`src/eq_emul_pkg.sv`:
```
// Constants and carrier types for the emulated link equalization registers
package eq_emul_pkg;

  // Register byte offsets
  localparam logic [7:0] OFF_LINK_CTRL  = 8'h00;
  localparam logic [7:0] OFF_SPEED_CFG  = 8'h04;
  localparam logic [7:0] OFF_LC2_RP     = 8'h08;
  localparam logic [7:0] OFF_LC2_EP     = 8'h0c;
  localparam logic [7:0] OFF_LC3        = 8'h10;
  localparam logic [7:0] OFF_LANE_EQ    = 8'h14;
  localparam logic [7:0] OFF_ST16       = 8'h18;
  localparam logic [7:0] OFF_LINK_STAT  = 8'h1c;
  localparam logic [7:0] OFF_MARG_CAP   = 8'h20;
  localparam logic [7:0] OFF_MARG_CTL   = 8'h24;
  localparam logic [7:0] OFF_MARG_STAT  = 8'h28;
  localparam logic [7:0] OFF_CLR_CYC    = 8'h2c;
  localparam logic [7:0] OFF_IRQ_STAT   = 8'h30;
  localparam logic [7:0] OFF_IRQ_MASK   = 8'h34;

  // Field positions
  localparam int LCTL_DIS_BIT     = 0;
  localparam int LCTL_HR_BIT      = 1;
  localparam int LCTL_RETRAIN_BIT = 2;
  localparam int SPD_8G_BIT       = 2;
  localparam int SPD_16G_BIT      = 3;
  localparam int SPD_32G_BIT      = 4;
  localparam int BYP_DIS_BIT      = 8;
  localparam int LC3_PERF_EQ_BIT  = 0;
  localparam logic [15:0] LC3_WMASK = 16'hfe03;
  localparam int LSTAT_EQ8_LSB    = 4;
  localparam int LSTAT_DLL_BIT    = 13;

  // Speed encodings
  localparam logic [3:0] SPEED_8G   = 4'h3;
  localparam logic [3:0] SPEED_16G  = 4'h4;

  // Lane equalization encoding limits
  localparam logic [3:0] PRESET_MAX = 4'ha;
  localparam logic [2:0] HINT_MAX   = 3'h6;

  // Margining
  localparam logic [2:0] MTYPE_TIME      = 3'h3;
  localparam logic [7:0] MARGIN_HEALTHY  = 8'h80;

  // Reset values
  localparam logic [4:0]  SUPP_RST  = 5'h0f;
  localparam logic [15:0] LC2_RST   = 16'h0004;
  localparam logic [15:0] LANE_RST  = 16'h0000;
  localparam logic [15:0] MARG_RST  = 16'hff00;

  // Status-clear interval
  localparam int CLK_MHZ       = 125;
  localparam int CLR_TIME_NS   = 10000;
  localparam int CLR_CYCLES    = (CLR_TIME_NS * CLK_MHZ) / 1000;

  localparam int IRQ_W = 4;

  typedef struct packed {
    logic [3:0] comp_preset;
    logic       comp_skip_ordered_set;
    logic       enter_mod_comp;
    logic [2:0] tx_margin;
    logic       sel_deemph;
    logic       auto_spd_dis;
    logic       enter_comp;
    logic [3:0] target_speed;
  } lnk_ctl2_t;

  typedef struct packed {
    logic [7:0] addr;
    logic       write;
    logic       valid;
  } ahb_req_t;

endpackage

```
`src/eq_emul_regs.sv`:
```
// Emulated link equalization register bank with AHB-Lite slave
//
// Summary of operation
// RULE1 - Link-active rise sets 8G success bits
// RULE2 - Link-active rise sets 16G status bits
// RULE3 - Success bits set before link-active asserts
// RULE4 - Disable or hot-reset release clears bits
// RULE5 - 8G retrain with equalize clears 8G bits
// RULE6 - 16G+ retrain with equalize clears 16G bits
// RULE7 - Clear interval pollable, ends before link-up
// RULE8 - Both functions show identical success bits
// RULE9 - Current speed is minimum target speed
// RULE10 - Endpoint target speed writes need compliance bit
// RULE11 - Listed control fields ignored by hardware
// RULE12 - Hardware never sets 16G equalization request
// RULE13 - Lane equalization fields keep valid encodings
// RULE14 - Margining registers emulated, time margining
// RULE15 - Time margining returns healthy results
// RULE16 - Margining driver software field reads zero
// RULE17 - Clear interval from programmable reloaded counter
//
// The register addresses and the AHB-Lite register port are this design's own decisions.
`timescale 1ns/1ps
`default_nettype none

module eq_emul_regs #(
  parameter int CNT_W = 16
) (
  input  wire logic        CLK,
  input  wire logic        RST_N,
  input  wire logic        HSEL,
  input  wire logic [31:0] HADDR,
  input  wire logic [1:0]  HTRANS,
  input  wire logic        HWRITE,
  input  wire logic [2:0]  HSIZE,
  input  wire logic [31:0] HWDATA,
  input  wire logic        HREADY,
  output logic      [31:0] HRDATA,
  output logic             HREADYOUT,
  output logic             HRESP,
  input  wire logic        LINK_UP,
  output logic             DLL_ACTIVE,
  output logic             IRQ
);

  ////////////////////////////////////////////////////////////////////////////
  // Functions
  function automatic logic [3:0] min_speed(input logic [3:0] a, input logic [3:0] b);
    min_speed = (a < b) ? a : b;
  endfunction

  function automatic logic [3:0] keep_preset(input logic [3:0] nw, input logic [3:0] old);
    keep_preset = (nw <= eq_emul_pkg::PRESET_MAX) ? nw : old;
  endfunction

  function automatic logic [2:0] keep_hint(input logic [2:0] nw, input logic [2:0] old);
    keep_hint = (nw <= eq_emul_pkg::HINT_MAX) ? nw : old;
  endfunction

  ////////////////////////////////////////////////////////////////////////////
  // State
  eq_emul_pkg::ahb_req_t   dph_r;
  logic                    rd_done_r;
  logic [31:0]             rdata_r;
  logic                    dis_r;
  logic                    hr_r;
  logic                    dis_q_r;
  logic                    hr_q_r;
  logic                    link_s1_r;
  logic                    link_s2_r;
  logic [4:0]              supp_r;
  logic                    byp_r;
  eq_emul_pkg::lnk_ctl2_t  lc2_rp_r;
  eq_emul_pkg::lnk_ctl2_t  lc2_ep_r;
  logic [15:0]             lc3_r;
  logic [15:0]             lane_r;
  logic [15:0]             mctl_r;
  logic [15:0]             mstat_r;
  logic [CNT_W-1:0]        clr_load_r;
  logic [CNT_W-1:0]        cnt_r;
  logic [3:0]              eq8_r;
  logic [3:0]              eq16_r;
  logic                    up_pend_r;
  logic                    dll_r;
  logic                    rt_q_r;
  logic [eq_emul_pkg::IRQ_W-1:0] irq_st_r;
  logic [eq_emul_pkg::IRQ_W-1:0] irq_mask_r;

  ////////////////////////////////////////////////////////////////////////////
  // Bus decode
  wire logic       addr_take = HSEL & HREADY & HTRANS[1];
  wire logic       wr        = dph_r.valid & dph_r.write;
  wire logic       rd_pend   = dph_r.valid & ~dph_r.write & ~rd_done_r;
  wire logic [7:0] wa        = dph_r.addr;
  wire logic       wr_lctl   = wr & (wa == eq_emul_pkg::OFF_LINK_CTRL);
  wire logic       wr_spd    = wr & (wa == eq_emul_pkg::OFF_SPEED_CFG);
  wire logic       wr_lc2rp  = wr & (wa == eq_emul_pkg::OFF_LC2_RP);
  wire logic       wr_lc2ep  = wr & (wa == eq_emul_pkg::OFF_LC2_EP);
  wire logic       wr_lc3    = wr & (wa == eq_emul_pkg::OFF_LC3);
  wire logic       wr_lane   = wr & (wa == eq_emul_pkg::OFF_LANE_EQ);
  wire logic       wr_mctl   = wr & (wa == eq_emul_pkg::OFF_MARG_CTL);
  wire logic       wr_clr    = wr & (wa == eq_emul_pkg::OFF_CLR_CYC);
  wire logic       wr_ist    = wr & (wa == eq_emul_pkg::OFF_IRQ_STAT);
  wire logic       wr_imsk   = wr & (wa == eq_emul_pkg::OFF_IRQ_MASK);

  ////////////////////////////////////////////////////////////////////////////
  // Link emulation events
  // RULE9 minimum target speed
  wire logic [3:0] cur_speed = min_speed(lc2_rp_r.target_speed, lc2_ep_r.target_speed);
  wire logic no32  = ~supp_r[eq_emul_pkg::SPD_32G_BIT] | byp_r;
  wire logic c8    = supp_r[eq_emul_pkg::SPD_8G_BIT] & no32;
  wire logic c16   = supp_r[eq_emul_pkg::SPD_16G_BIT] & no32;
  wire logic dis_fall = dis_q_r & ~dis_r;
  wire logic hr_fall  = hr_q_r & ~hr_r;
  wire logic retrain  = wr_lctl & HWDATA[eq_emul_pkg::LCTL_RETRAIN_BIT];
  wire logic perf_eq  = lc3_r[eq_emul_pkg::LC3_PERF_EQ_BIT];
  wire logic rt8      = retrain & perf_eq & (cur_speed == eq_emul_pkg::SPEED_8G);
  wire logic rt16     = retrain & perf_eq & (cur_speed >= eq_emul_pkg::SPEED_16G);
  wire logic clr_all  = dis_fall | hr_fall;
  wire logic clr_start = clr_all | rt8 | rt16;
  wire logic expire   = (cnt_r == CNT_W'(1));
  wire logic cnt_idle = (cnt_r == '0);
  wire logic link_ok  = link_s2_r & ~dis_r & ~hr_r;
  // RULE7 link-up waits for interval end
  wire logic rise     = link_ok & cnt_idle & ~clr_start & ~dll_r & ~up_pend_r;
  wire logic restore  = expire & dll_r;
  wire logic dll_nxt  = link_ok & (dll_r | up_pend_r);

  // RULE17 reload counter per event
  wire logic [CNT_W-1:0] cnt_nxt = clr_start ? clr_load_r :
                                   (cnt_idle ? cnt_r : cnt_r - CNT_W'(1));

  // RULE1 RULE4 RULE5 set and clear 8G bits
  wire logic [3:0] eq8_nxt  = (clr_all | rt8) ? 4'h0 :
                              ((rise | restore) & c8) ? 4'hf : eq8_r;
  // RULE2 RULE4 RULE6 set and clear 16G bits
  wire logic [3:0] eq16_nxt = (clr_all | rt16) ? 4'h0 :
                              ((rise | restore) & c16) ? 4'hf : eq16_r;

  // RULE5 RULE6 drop perform equalization after clear
  wire logic [15:0] lc3_nxt = wr_lc3 ? (HWDATA[15:0] & eq_emul_pkg::LC3_WMASK) :
                              rt_q_r ? (lc3_r & ~16'h0001) : lc3_r;

  // RULE10 endpoint target speed gated by compliance
  wire eq_emul_pkg::lnk_ctl2_t ep_w = HWDATA[15:0];
  wire logic ep_spd_ok = ep_w.enter_comp | lc2_ep_r.enter_comp;
  wire eq_emul_pkg::lnk_ctl2_t ep_nxt = wr_lc2ep ?
      {ep_w[15:4], (ep_spd_ok ? ep_w.target_speed : lc2_ep_r.target_speed)} : lc2_ep_r;

  // RULE13 reject reserved preset and hint codes
  wire logic [15:0] lane_nxt = wr_lane ?
      {1'b0, keep_hint(HWDATA[14:12], lane_r[14:12]),
       keep_preset(HWDATA[11:8], lane_r[11:8]), 1'b0,
       keep_hint(HWDATA[6:4], lane_r[6:4]), keep_preset(HWDATA[3:0], lane_r[3:0])} : lane_r;

  // RULE14 RULE15 margining command response
  wire logic [7:0] marg_pay = (HWDATA[5:3] == eq_emul_pkg::MTYPE_TIME) ?
                              eq_emul_pkg::MARGIN_HEALTHY : HWDATA[15:8];
  wire logic [15:0] mstat_nxt = wr_mctl ? {marg_pay, 1'b0, HWDATA[6:0]} : mstat_r;

  wire logic [eq_emul_pkg::IRQ_W-1:0] irq_ev = {rise, expire, |(eq16_nxt & ~eq16_r),
                                                 |(eq8_nxt & ~eq8_r)};
  wire logic [eq_emul_pkg::IRQ_W-1:0] irq_clr = wr_ist ? HWDATA[eq_emul_pkg::IRQ_W-1:0] : '0;
  wire logic [eq_emul_pkg::IRQ_W-1:0] irq_nxt = (irq_st_r & ~irq_clr) | irq_ev;

  ////////////////////////////////////////////////////////////////////////////
  // Read mux
  // RULE8 single shared copy for both functions
  // RULE11 ignored fields only stored
  // RULE12 equalization request bit tied low
  // RULE16 driver software field reads zero
  logic [31:0] rd_val;
  always_comb begin
    rd_val = 32'h0000_0000;
    case (dph_r.addr)
      eq_emul_pkg::OFF_LINK_CTRL: rd_val = {30'h0, hr_r, dis_r};
      eq_emul_pkg::OFF_SPEED_CFG: rd_val = {23'h0, byp_r, 3'h0, supp_r};
      eq_emul_pkg::OFF_LC2_RP:    rd_val = {16'h0, lc2_rp_r};
      eq_emul_pkg::OFF_LC2_EP:    rd_val = {16'h0, lc2_ep_r};
      eq_emul_pkg::OFF_LC3:       rd_val = {16'h0, lc3_r};
      eq_emul_pkg::OFF_LANE_EQ:   rd_val = {16'h0, lane_r};
      eq_emul_pkg::OFF_ST16:      rd_val = {27'h0, 1'b0, eq16_r};
      eq_emul_pkg::OFF_LINK_STAT: rd_val = {18'h0, dll_r, 4'h0, 1'b0, eq8_r, cur_speed};
      eq_emul_pkg::OFF_MARG_CAP:  rd_val = 32'h0000_0000;
      eq_emul_pkg::OFF_MARG_CTL:  rd_val = {16'h0, mctl_r};
      eq_emul_pkg::OFF_MARG_STAT: rd_val = {16'h0, mstat_r};
      eq_emul_pkg::OFF_CLR_CYC:   rd_val = {{(32-CNT_W){1'b0}}, clr_load_r};
      eq_emul_pkg::OFF_IRQ_STAT:  rd_val = {28'h0, irq_st_r};
      eq_emul_pkg::OFF_IRQ_MASK:  rd_val = {28'h0, irq_mask_r};
      default:                    rd_val = 32'h0000_0000;
    endcase
  end

  ////////////////////////////////////////////////////////////////////////////
  // Bus slave registers
  always_ff @(posedge CLK) begin
    if (!RST_N) begin
      dph_r     <= '0;
      rd_done_r <= 1'b0;
      rdata_r   <= 32'h0000_0000;
    end else begin
      if (HREADY) begin
        dph_r <= '{addr: {HADDR[7:2], 2'b00}, write: HWRITE, valid: addr_take};
      end
      rd_done_r <= rd_pend;
      if (rd_pend) begin
        rdata_r <= rd_val;
      end
    end
  end

  ////////////////////////////////////////////////////////////////////////////
  // Control registers
  always_ff @(posedge CLK) begin
    if (!RST_N) begin
      dis_r      <= 1'b0;
      hr_r       <= 1'b0;
      supp_r     <= eq_emul_pkg::SUPP_RST;
      byp_r      <= 1'b0;
      lc2_rp_r   <= eq_emul_pkg::LC2_RST;
      lc2_ep_r   <= eq_emul_pkg::LC2_RST;
      lc3_r      <= 16'h0000;
      lane_r     <= eq_emul_pkg::LANE_RST;
      mctl_r     <= eq_emul_pkg::MARG_RST;
      mstat_r    <= 16'h0000;
      clr_load_r <= CNT_W'(eq_emul_pkg::CLR_CYCLES);
      irq_mask_r <= '0;
    end else begin
      if (wr_lctl) begin
        dis_r <= HWDATA[eq_emul_pkg::LCTL_DIS_BIT];
        hr_r  <= HWDATA[eq_emul_pkg::LCTL_HR_BIT];
      end
      if (wr_spd) begin
        supp_r <= HWDATA[4:0];
        byp_r  <= HWDATA[eq_emul_pkg::BYP_DIS_BIT];
      end
      if (wr_lc2rp) begin
        lc2_rp_r <= HWDATA[15:0];
      end
      lc2_ep_r <= ep_nxt;
      lc3_r    <= lc3_nxt;
      lane_r   <= lane_nxt;
      if (wr_mctl) begin
        mctl_r <= HWDATA[15:0];
      end
      mstat_r <= mstat_nxt;
      if (wr_clr) begin
        clr_load_r <= (HWDATA[CNT_W-1:0] == '0) ? CNT_W'(1) : HWDATA[CNT_W-1:0];
      end
      if (wr_imsk) begin
        irq_mask_r <= HWDATA[eq_emul_pkg::IRQ_W-1:0];
      end
    end
  end

  ////////////////////////////////////////////////////////////////////////////
  // Link emulation state
  always_ff @(posedge CLK) begin
    if (!RST_N) begin
      dis_q_r   <= 1'b0;
      hr_q_r    <= 1'b0;
      link_s1_r <= 1'b0;
      link_s2_r <= 1'b0;
      cnt_r     <= '0;
      eq8_r     <= 4'h0;
      eq16_r    <= 4'h0;
      up_pend_r <= 1'b0;
      dll_r     <= 1'b0;
      rt_q_r    <= 1'b0;
      irq_st_r  <= '0;
    end else begin
      dis_q_r   <= dis_r;
      hr_q_r    <= hr_r;
      link_s1_r <= LINK_UP;
      link_s2_r <= link_s1_r;
      cnt_r     <= cnt_nxt;
      eq8_r     <= eq8_nxt;
      eq16_r    <= eq16_nxt;
      // RULE3 link-active one cycle after bits
      up_pend_r <= rise;
      dll_r     <= dll_nxt;
      rt_q_r    <= rt8 | rt16;
      irq_st_r  <= irq_nxt;
    end
  end

  assign HRDATA     = rdata_r;
  assign HREADYOUT  = ~rd_pend;
  assign HRESP      = 1'b0;
  assign DLL_ACTIVE = dll_r;
  assign IRQ        = |(irq_st_r & irq_mask_r);
endmodule

`default_nettype wire

```
`config.mk`:
```
export PLATFORM = sky130hd
export DESIGN_NAME = eq_emul_regs
export DESIGN_NICKNAME = d
export VERILOG_FILES = /design/src/eq_emul_pkg.sv /design/src/eq_emul_regs.sv
export SDC_FILE = /design/constraint.sdc
export NUM_CORES = 1
export LEC_CHECK = 0
export BUFFER_PORTS_ARGS = -buffer_cell sky130_fd_sc_hd__clkbuf_2
export CAP_MARGIN = 20
export CELL_PAD_IN_SITES_DETAIL_PLACEMENT = 0
export CELL_PAD_IN_SITES_GLOBAL_PLACEMENT = 1
export CORE_MARGIN = 2
export CORE_UTILIZATION = 32
export CTS_BUF_LIST = sky130_fd_sc_hd__clkbuf_8
export DETAILED_ROUTE_END_ITERATION = 12
export GPL_TIMING_DRIVEN = 0
export PLACE_DENSITY_LB_ADDON = 0.25
export RECOVER_POWER = 25
export SLEW_MARGIN = 30
export SYNTH_ARGS = -nofsm -noshare
export SYNTH_HDL_FRONTEND = slang
export SYNTH_SLANG_ARGS = --single-unit
```
`constraint.sdc`:
```
create_clock -name CLK -period 2.35 [get_ports CLK]
set_input_delay 0.1175 -clock CLK [delete_from_list [all_inputs] [get_ports CLK]]
set_output_delay 0.1175 -clock CLK [all_outputs]
set_load 0.05 [all_outputs]
```
### Word level (Yosys, flattened, before mapping)

Cells that the tools add are included.

* $add $sub $neg: 1
* multiply operators: 0
* divide/modulo/power cells: 0
* magnitude comparators: 6
* eq/ne operators: 16
* shifts and indexed selects: 0
* multiplexer cells: 13
* bitwise gates (word level): 59
* reduce and logical (&&, ||, !) cells: 12

Operator list (count)
* $pmux W16 S13: 1
* $mux W16: 4
* $and A1 B1 Y1: 33
* $logic_not A16 Y1: 2
* $eq A6 B4 Y1 const B: 5
* $eq A6 B3 Y1 const B: 4
* $mux W4: 6
* $and A4 B4 Y4: 4
* $eq A16 B1 Y1 const B: 1
* $sub A16 B1 Y16 const B: 1
* $eq A6 B2 Y1 const B: 2
* $not A4 Y4: 3
* $reduce_or A4 Y1: 3
* $reduce_and A2 Y1: 5
* $not A1 Y1: 9
* $or A1 B1 Y1: 9
* $le A4 B4 Y1 const B: 2
* $logic_not A8 Y1: 1
* $mux W8: 1
* $eq A6 B1 Y1 const B: 1
* $le A3 B3 Y1 const B: 2
* $eq A4 B2 Y1 const B: 1
* $ge A4 B3 Y1 const B: 1
* $lt A4 B4 Y1: 1
* 5 further kinds: 5

* flip-flop bits (word level): 190
* latch bits: 0
* memory bits (writable): 0
* memory bits (read-only): 0
* word-level logic and storage cells: 153
* memories kept: 0

### Depth between registers and ports, before layout

* depth after elaboration: 18
* mapped depth: 10

### Worst setup path after synthesis

No wires, ideal clock.

* path type: register to register
* from: reg dph_r (netlist bit wa[2])
* to: reg irq_st_r[3] (netlist bit)
* setup time: 128 ps
* arrival time: 2048 ps
* slack: 175 ps
* stages on the path, launching flop included: 11
* clock period less this slack: 2175 ps
* path through: dfxtp_1 > buf_6 > or4_4 > buf_6 > nor4b_2 > o21ai_0 > and3b_1 > buf_6 > buf_6 > a32oi_1 > nor2_1

* cells in the longest elaborated chain, start to end: 12
* elaborated cells on any way between the ends: 18

RTL lines
* from (decl): RTL line eq_emul_regs.sv:62 `eq_emul_pkg::ahb_req_t dph_r;`
* from (signal assigned): RTL line eq_emul_regs.sv:203 `dph_r <= '{addr: {HADDR[7:2], 2'b00}, write: HWRITE, valid: addr_take};`
* $logic_not A8 Y1: RTL line eq_emul_regs.sv:95 `wire logic wr_lctl = wr & (wa == eq_emul_pkg::OFF_LINK_CTRL);`
* $and A1 B1 Y1: RTL line eq_emul_regs.sv:95
* $and A1 B1 Y1: RTL line eq_emul_regs.sv:115 `wire logic retrain = wr_lctl & HWDATA[eq_emul_pkg::LCTL_RETRAIN_BIT];`
* $and A1 B1 Y1: RTL line eq_emul_regs.sv:117, eq_emul_regs.sv:118
* $and A1 B1 Y1: RTL line eq_emul_regs.sv:117 `wire logic rt8 = retrain & perf_eq & (cur_speed == eq_emul_pkg::SPEED_8G);`
* $or A1 B1 Y1 (2 in series): RTL line eq_emul_regs.sv:120 `wire logic clr_start = clr_all | rt8 | rt16;`
* $not A1 Y1: RTL line eq_emul_regs.sv:125 `wire logic rise = link_ok & cnt_idle & ~clr_start & ~dll_r & ~up_pend_r;`
* $and A1 B1 Y1 (3 in series): RTL line eq_emul_regs.sv:125
* $or A4 B4 Y4 *: RTL line eq_emul_regs.sv:164 `wire logic [eq_emul_pkg::IRQ_W-1:0] irq_nxt = (irq_st_r & ~irq_clr) | irq_ev;`
* to (signal assigned): RTL line eq_emul_regs.sv:283 `irq_st_r <= irq_nxt;`
* to (decl): RTL line eq_emul_regs.sv:86 `logic [eq_emul_pkg::IRQ_W-1:0] irq_st_r;`

Every way passes the cells marked *; elsewhere a longest branch is shown, timed or not.
A chain may end at the register's enable or synchronous reset.

### Final worst setup path

* from: reg dph_r (netlist bit wa[7])
* to: reg lane_r[2]

* cells in the longest elaborated chain, start to end: 3

RTL lines
* $eq A6 B3 Y1: RTL line eq_emul_regs.sv:100 `wire logic wr_lane = wr & (wa == eq_emul_pkg::OFF_LANE_EQ);`
* $and A1 B1 Y1: RTL line eq_emul_regs.sv:100
* $reduce_and A2 Y1 (no source line)
* to (signal assigned): RTL line eq_emul_regs.sv:223 `lane_r <= eq_emul_pkg::LANE_RST;`
* to (signal assigned): RTL line eq_emul_regs.sv:242 `lane_r <= lane_nxt;`
* to (decl): RTL line eq_emul_regs.sv:76 `logic [15:0] lane_r;`

Every way passes these cells.

==> flow_summary.json <==
{
  "grt_first_pass_wirelength_um": 44300,
  "avgSynthCellArea_um2": 8.31,
  "path_class": "flop to flop",
  "finalSetupViolations": 15,
  "async_reset_ff_frac": 0,
  "multi_input_area_um2": 4210,
  "ir_drop_mv": 0.327,
  "viasPerCell": 5.40,
  "wl_per_cell_um": 21.2,
  "layout_min_cycle_time_ns": 2.38,
  "rows": 56,
  "portBuffers": 36,
  "antenna_left": 0,
  "ys_seq_area_frac": 0.433,
  "grt_pass1_vias": 7095,
  "syn-cell-area_um2": 7710,
  "firstDrtPassIters": 6,
  "drv_cap": 0,
  "hold_ws_ns": 0.0868,
  "drc_errors": 0,
  "grt-ovfl-total": 0,
  "leakagePower_uw": 0.00344,
  "crit_required_ns": 2.77,
  "gp_congestion": 0.901,
  "power.density_nw_per_um2": 755,
  "fill_cells": 2530,
  "cts_buffers": 17,
  "yosys_warnings": 0,
  "syn_to_final_growth_pct": 23.2,
  "clock.fmax_mhz": 420,
  "yosysTopAreaCell": "dfxtp_1",
  "cts_tree": "built",
  "path_max_fanout": 10,
  "start_util": 0.328,
  "core-area_um2": 23500,
  "reg2regPathDepth": 8,
  "hpwl_um": 20500,
  "total_power_uw": 7180,
  "grt.total_usage": 0.230,
  "worstPathArrival_ns": 2.79,
  "die_x_um": 159,
  "antenna_cells": 0,
  "drt-initial-drc-count": 788,
  "min_path_cells": 3,
  "insertion_delay_ns": 0.49,
  "place_inst": 1301,
  "hold_path.class": "input pin to flop",
  "synthTopCellsByArea": "dfxtp_1, nand2_1, a21oi_1, a22oi_1, nand3_1",
  "clock_sinks": 167,
  "synth_cells": 928,
  "fin_worst_skew_ns": 0.0178,
  "tightest_slew_ns": 0.893,
  "crit_path_end_kind": "flop",
  "drive_gt1_frac": 0.204,
  "hold_viol": 0,
  "ios": 111,
  "clkTransAtPathRegs_ns": 0.10,
  "antenna_found_initial": 0,
  "dieArea_um2": 25400,
  "routed_wl_um": 29200,
  "cts_root_buffer": "clkbuf_8",
  "slew_violations": 0,
  "synth_seq_cells": 167,
  "violations": "negative setup slack",
  "synthFlopType": "dfxtp_1",
  "ys_types": 73,
  "preCtsSetupSlack_ns": -0.541,
  "grt_setup_unrepaired": "true",
  "netlist.area_leader.share": 0.433,
  "cts_htree_levels": 4,
  "status": "complete, but fails checks",
  "instances_no_fill": 1373,
  "final.period_utilization": 1.01,
  "synth_edf_count": 0,
  "timing.final.ws_setup_ns": -0.0283,
  "slew_headroom": 0.405,
  "nets": 1122,
  "clock_path_buffers": 2,
  "cp-start-kind": "flop",
  "seq_area_um2": 3360,
  "dpl_cell_area_um2": 8380,
  "fin_area_um2": 9500,
  "die_h_um": 159,
  "vias": 7421,
  "grt_max_degree": 17
}
==> where the power goes <==
part           internal, uW  total (uW)  switching, uW
registers              2980        3180            200
clock network           971        2180           1210
logic                   771        1820           1050
total                  4720        7180           2460
==> logic make-up after synthesis <==
family	synth area share
AND/OR/NAND/NOR	0.233
AO/OA/AOI/OAI	0.218
flip-flops	0.433
buffers and inverters	0.0678
multiplexers	0.0274
XOR/XNOR	0.0102
adder cells (fa/ha/maj)	0.00973
other	0.000486
==> synth_stat cells (3+ instances only) <==
master,number
a211oi_1,3
a211oi_2,3
a21oi_1,99
a21oi_2,5
a221oi_1,9
a222oi_1,8
a22o_1,6
a22oi_1,44
a311oi_2,3
a31oi_1,13
a41o_1,3
and2_1,10
and3_1,7
buf_2,9
buf_4,17
buf_6,6
clkbuf_1,55
dfxtp_1,167
ha_1,6
inv_1,17
mux2i_1,20
nand2_1,157
nand2b_1,11
nand2b_4,4
nand3_1,57
nand3b_1,3
nand4_1,4
nor2_1,73
nor2_2,4
nor2b_1,3
nor3_1,8
nor4_1,10
o211ai_1,5
o21ai_0,16
o221a_2,8
xnor2_1,6
xor2_1,3
==> cell type report <==
class | instances | area share
clock buffer | 17 | 0.0246
tap | 319 | 0.0420
clock inverter | 15 | 0.0180
inverter | 17 | 0.00671
sequential | 167 | 0.353
buffer | 85 | 0.0527
timing repair buffer | 83 | 0.0603
multi-input combinational | 670 | 0.442
==> final timing paths <==
path,from,to,slack [ns]
worst min-delay path,HWDATA[10],lc2_rp_r[10]$_SDFFE_PN0P_,0.09
worst max-delay path,wa[7]$_SDFFE_PN0P_,lane_r[2]$_SDFFE_PN0P_,-0.03
worst max register to register,wa[7]$_SDFFE_PN0P_,lane_r[2]$_SDFFE_PN0P_,-0.03
worst min register to register,mctl_r[0]$_SDFFE_PN0P_,mctl_r[0]$_SDFFE_PN0P_,0.46
==> flip-flops by register name (all words and copies together) (netlist names), 2 cells and up <==
name        cells
HRDATA         16
clr_load_r     16
cnt_r          16
lc2_ep_r       16
lc2_rp_r       16
mctl_r         16
lane_r         14
lc3_r           9
mstat_r         8
wa              6
supp_r          5
eq16_r          4
eq8_r           4
irq_mask_r      4
irq_st_r        4
dph_r           2
==> routing by layer <==
metal	up-vias	track usage	routed length, um
met1	3572	0.316	13200
met2	294	0.363	13300
met3	52	0.0362	1810
li1	3503	-	-
met4	0	0.0872	813
met5	-	0	0
==> cells in the final DEF (no fill, tap or decap), types with 10 or more instances in the layout <==
master / n
clkbuf_8: 17
nand2b_1: 11
nand3_1: 53
o21ai_0: 15
dlygate4sd3_1: 14
clkbuf_2: 30
nor2_1: 62
nor2_4: 10
mux2i_1: 20
clkbuf_1: 53
a22oi_1: 44
conb_1: 17
dfxtp_1: 162
buf_4: 51
a21oi_1: 96
inv_1: 17
nand2_1: 155
==> critical path, cell delays in order, from the launching register on <==
cell,delay (ns)
dfxtp_4,0.36
buf_4,0.13
or4b_4,0.61
nor2_4,0.19
nand2_1,0.32
clkbuf_2,0.34
nor2_1,0.13
nand2_1,0.06
a21oi_1,0.16
==> timing repair <==
item | 4_1_cts | 5_1_grt
endpoints found under the setup margin | 129 | 106
hold buffers | 14 | 0
pin swaps | 6 | 14
buffers inserted | 17 | 13
resized for setup | 68 | 37
gates cloned | 1 | 0
hold endpoints to repair | 22 | 0
==> stage by stage <==
step	TNS, ns	utilization
floorplan	0	-
global placement	-35.67	0.355
detailed placement	-36.51	0.356
CTS	-0.0722	0.394
global route	-1.41	0.404
finish	-0.184	0.404
(Power assumes the default switching activity.)
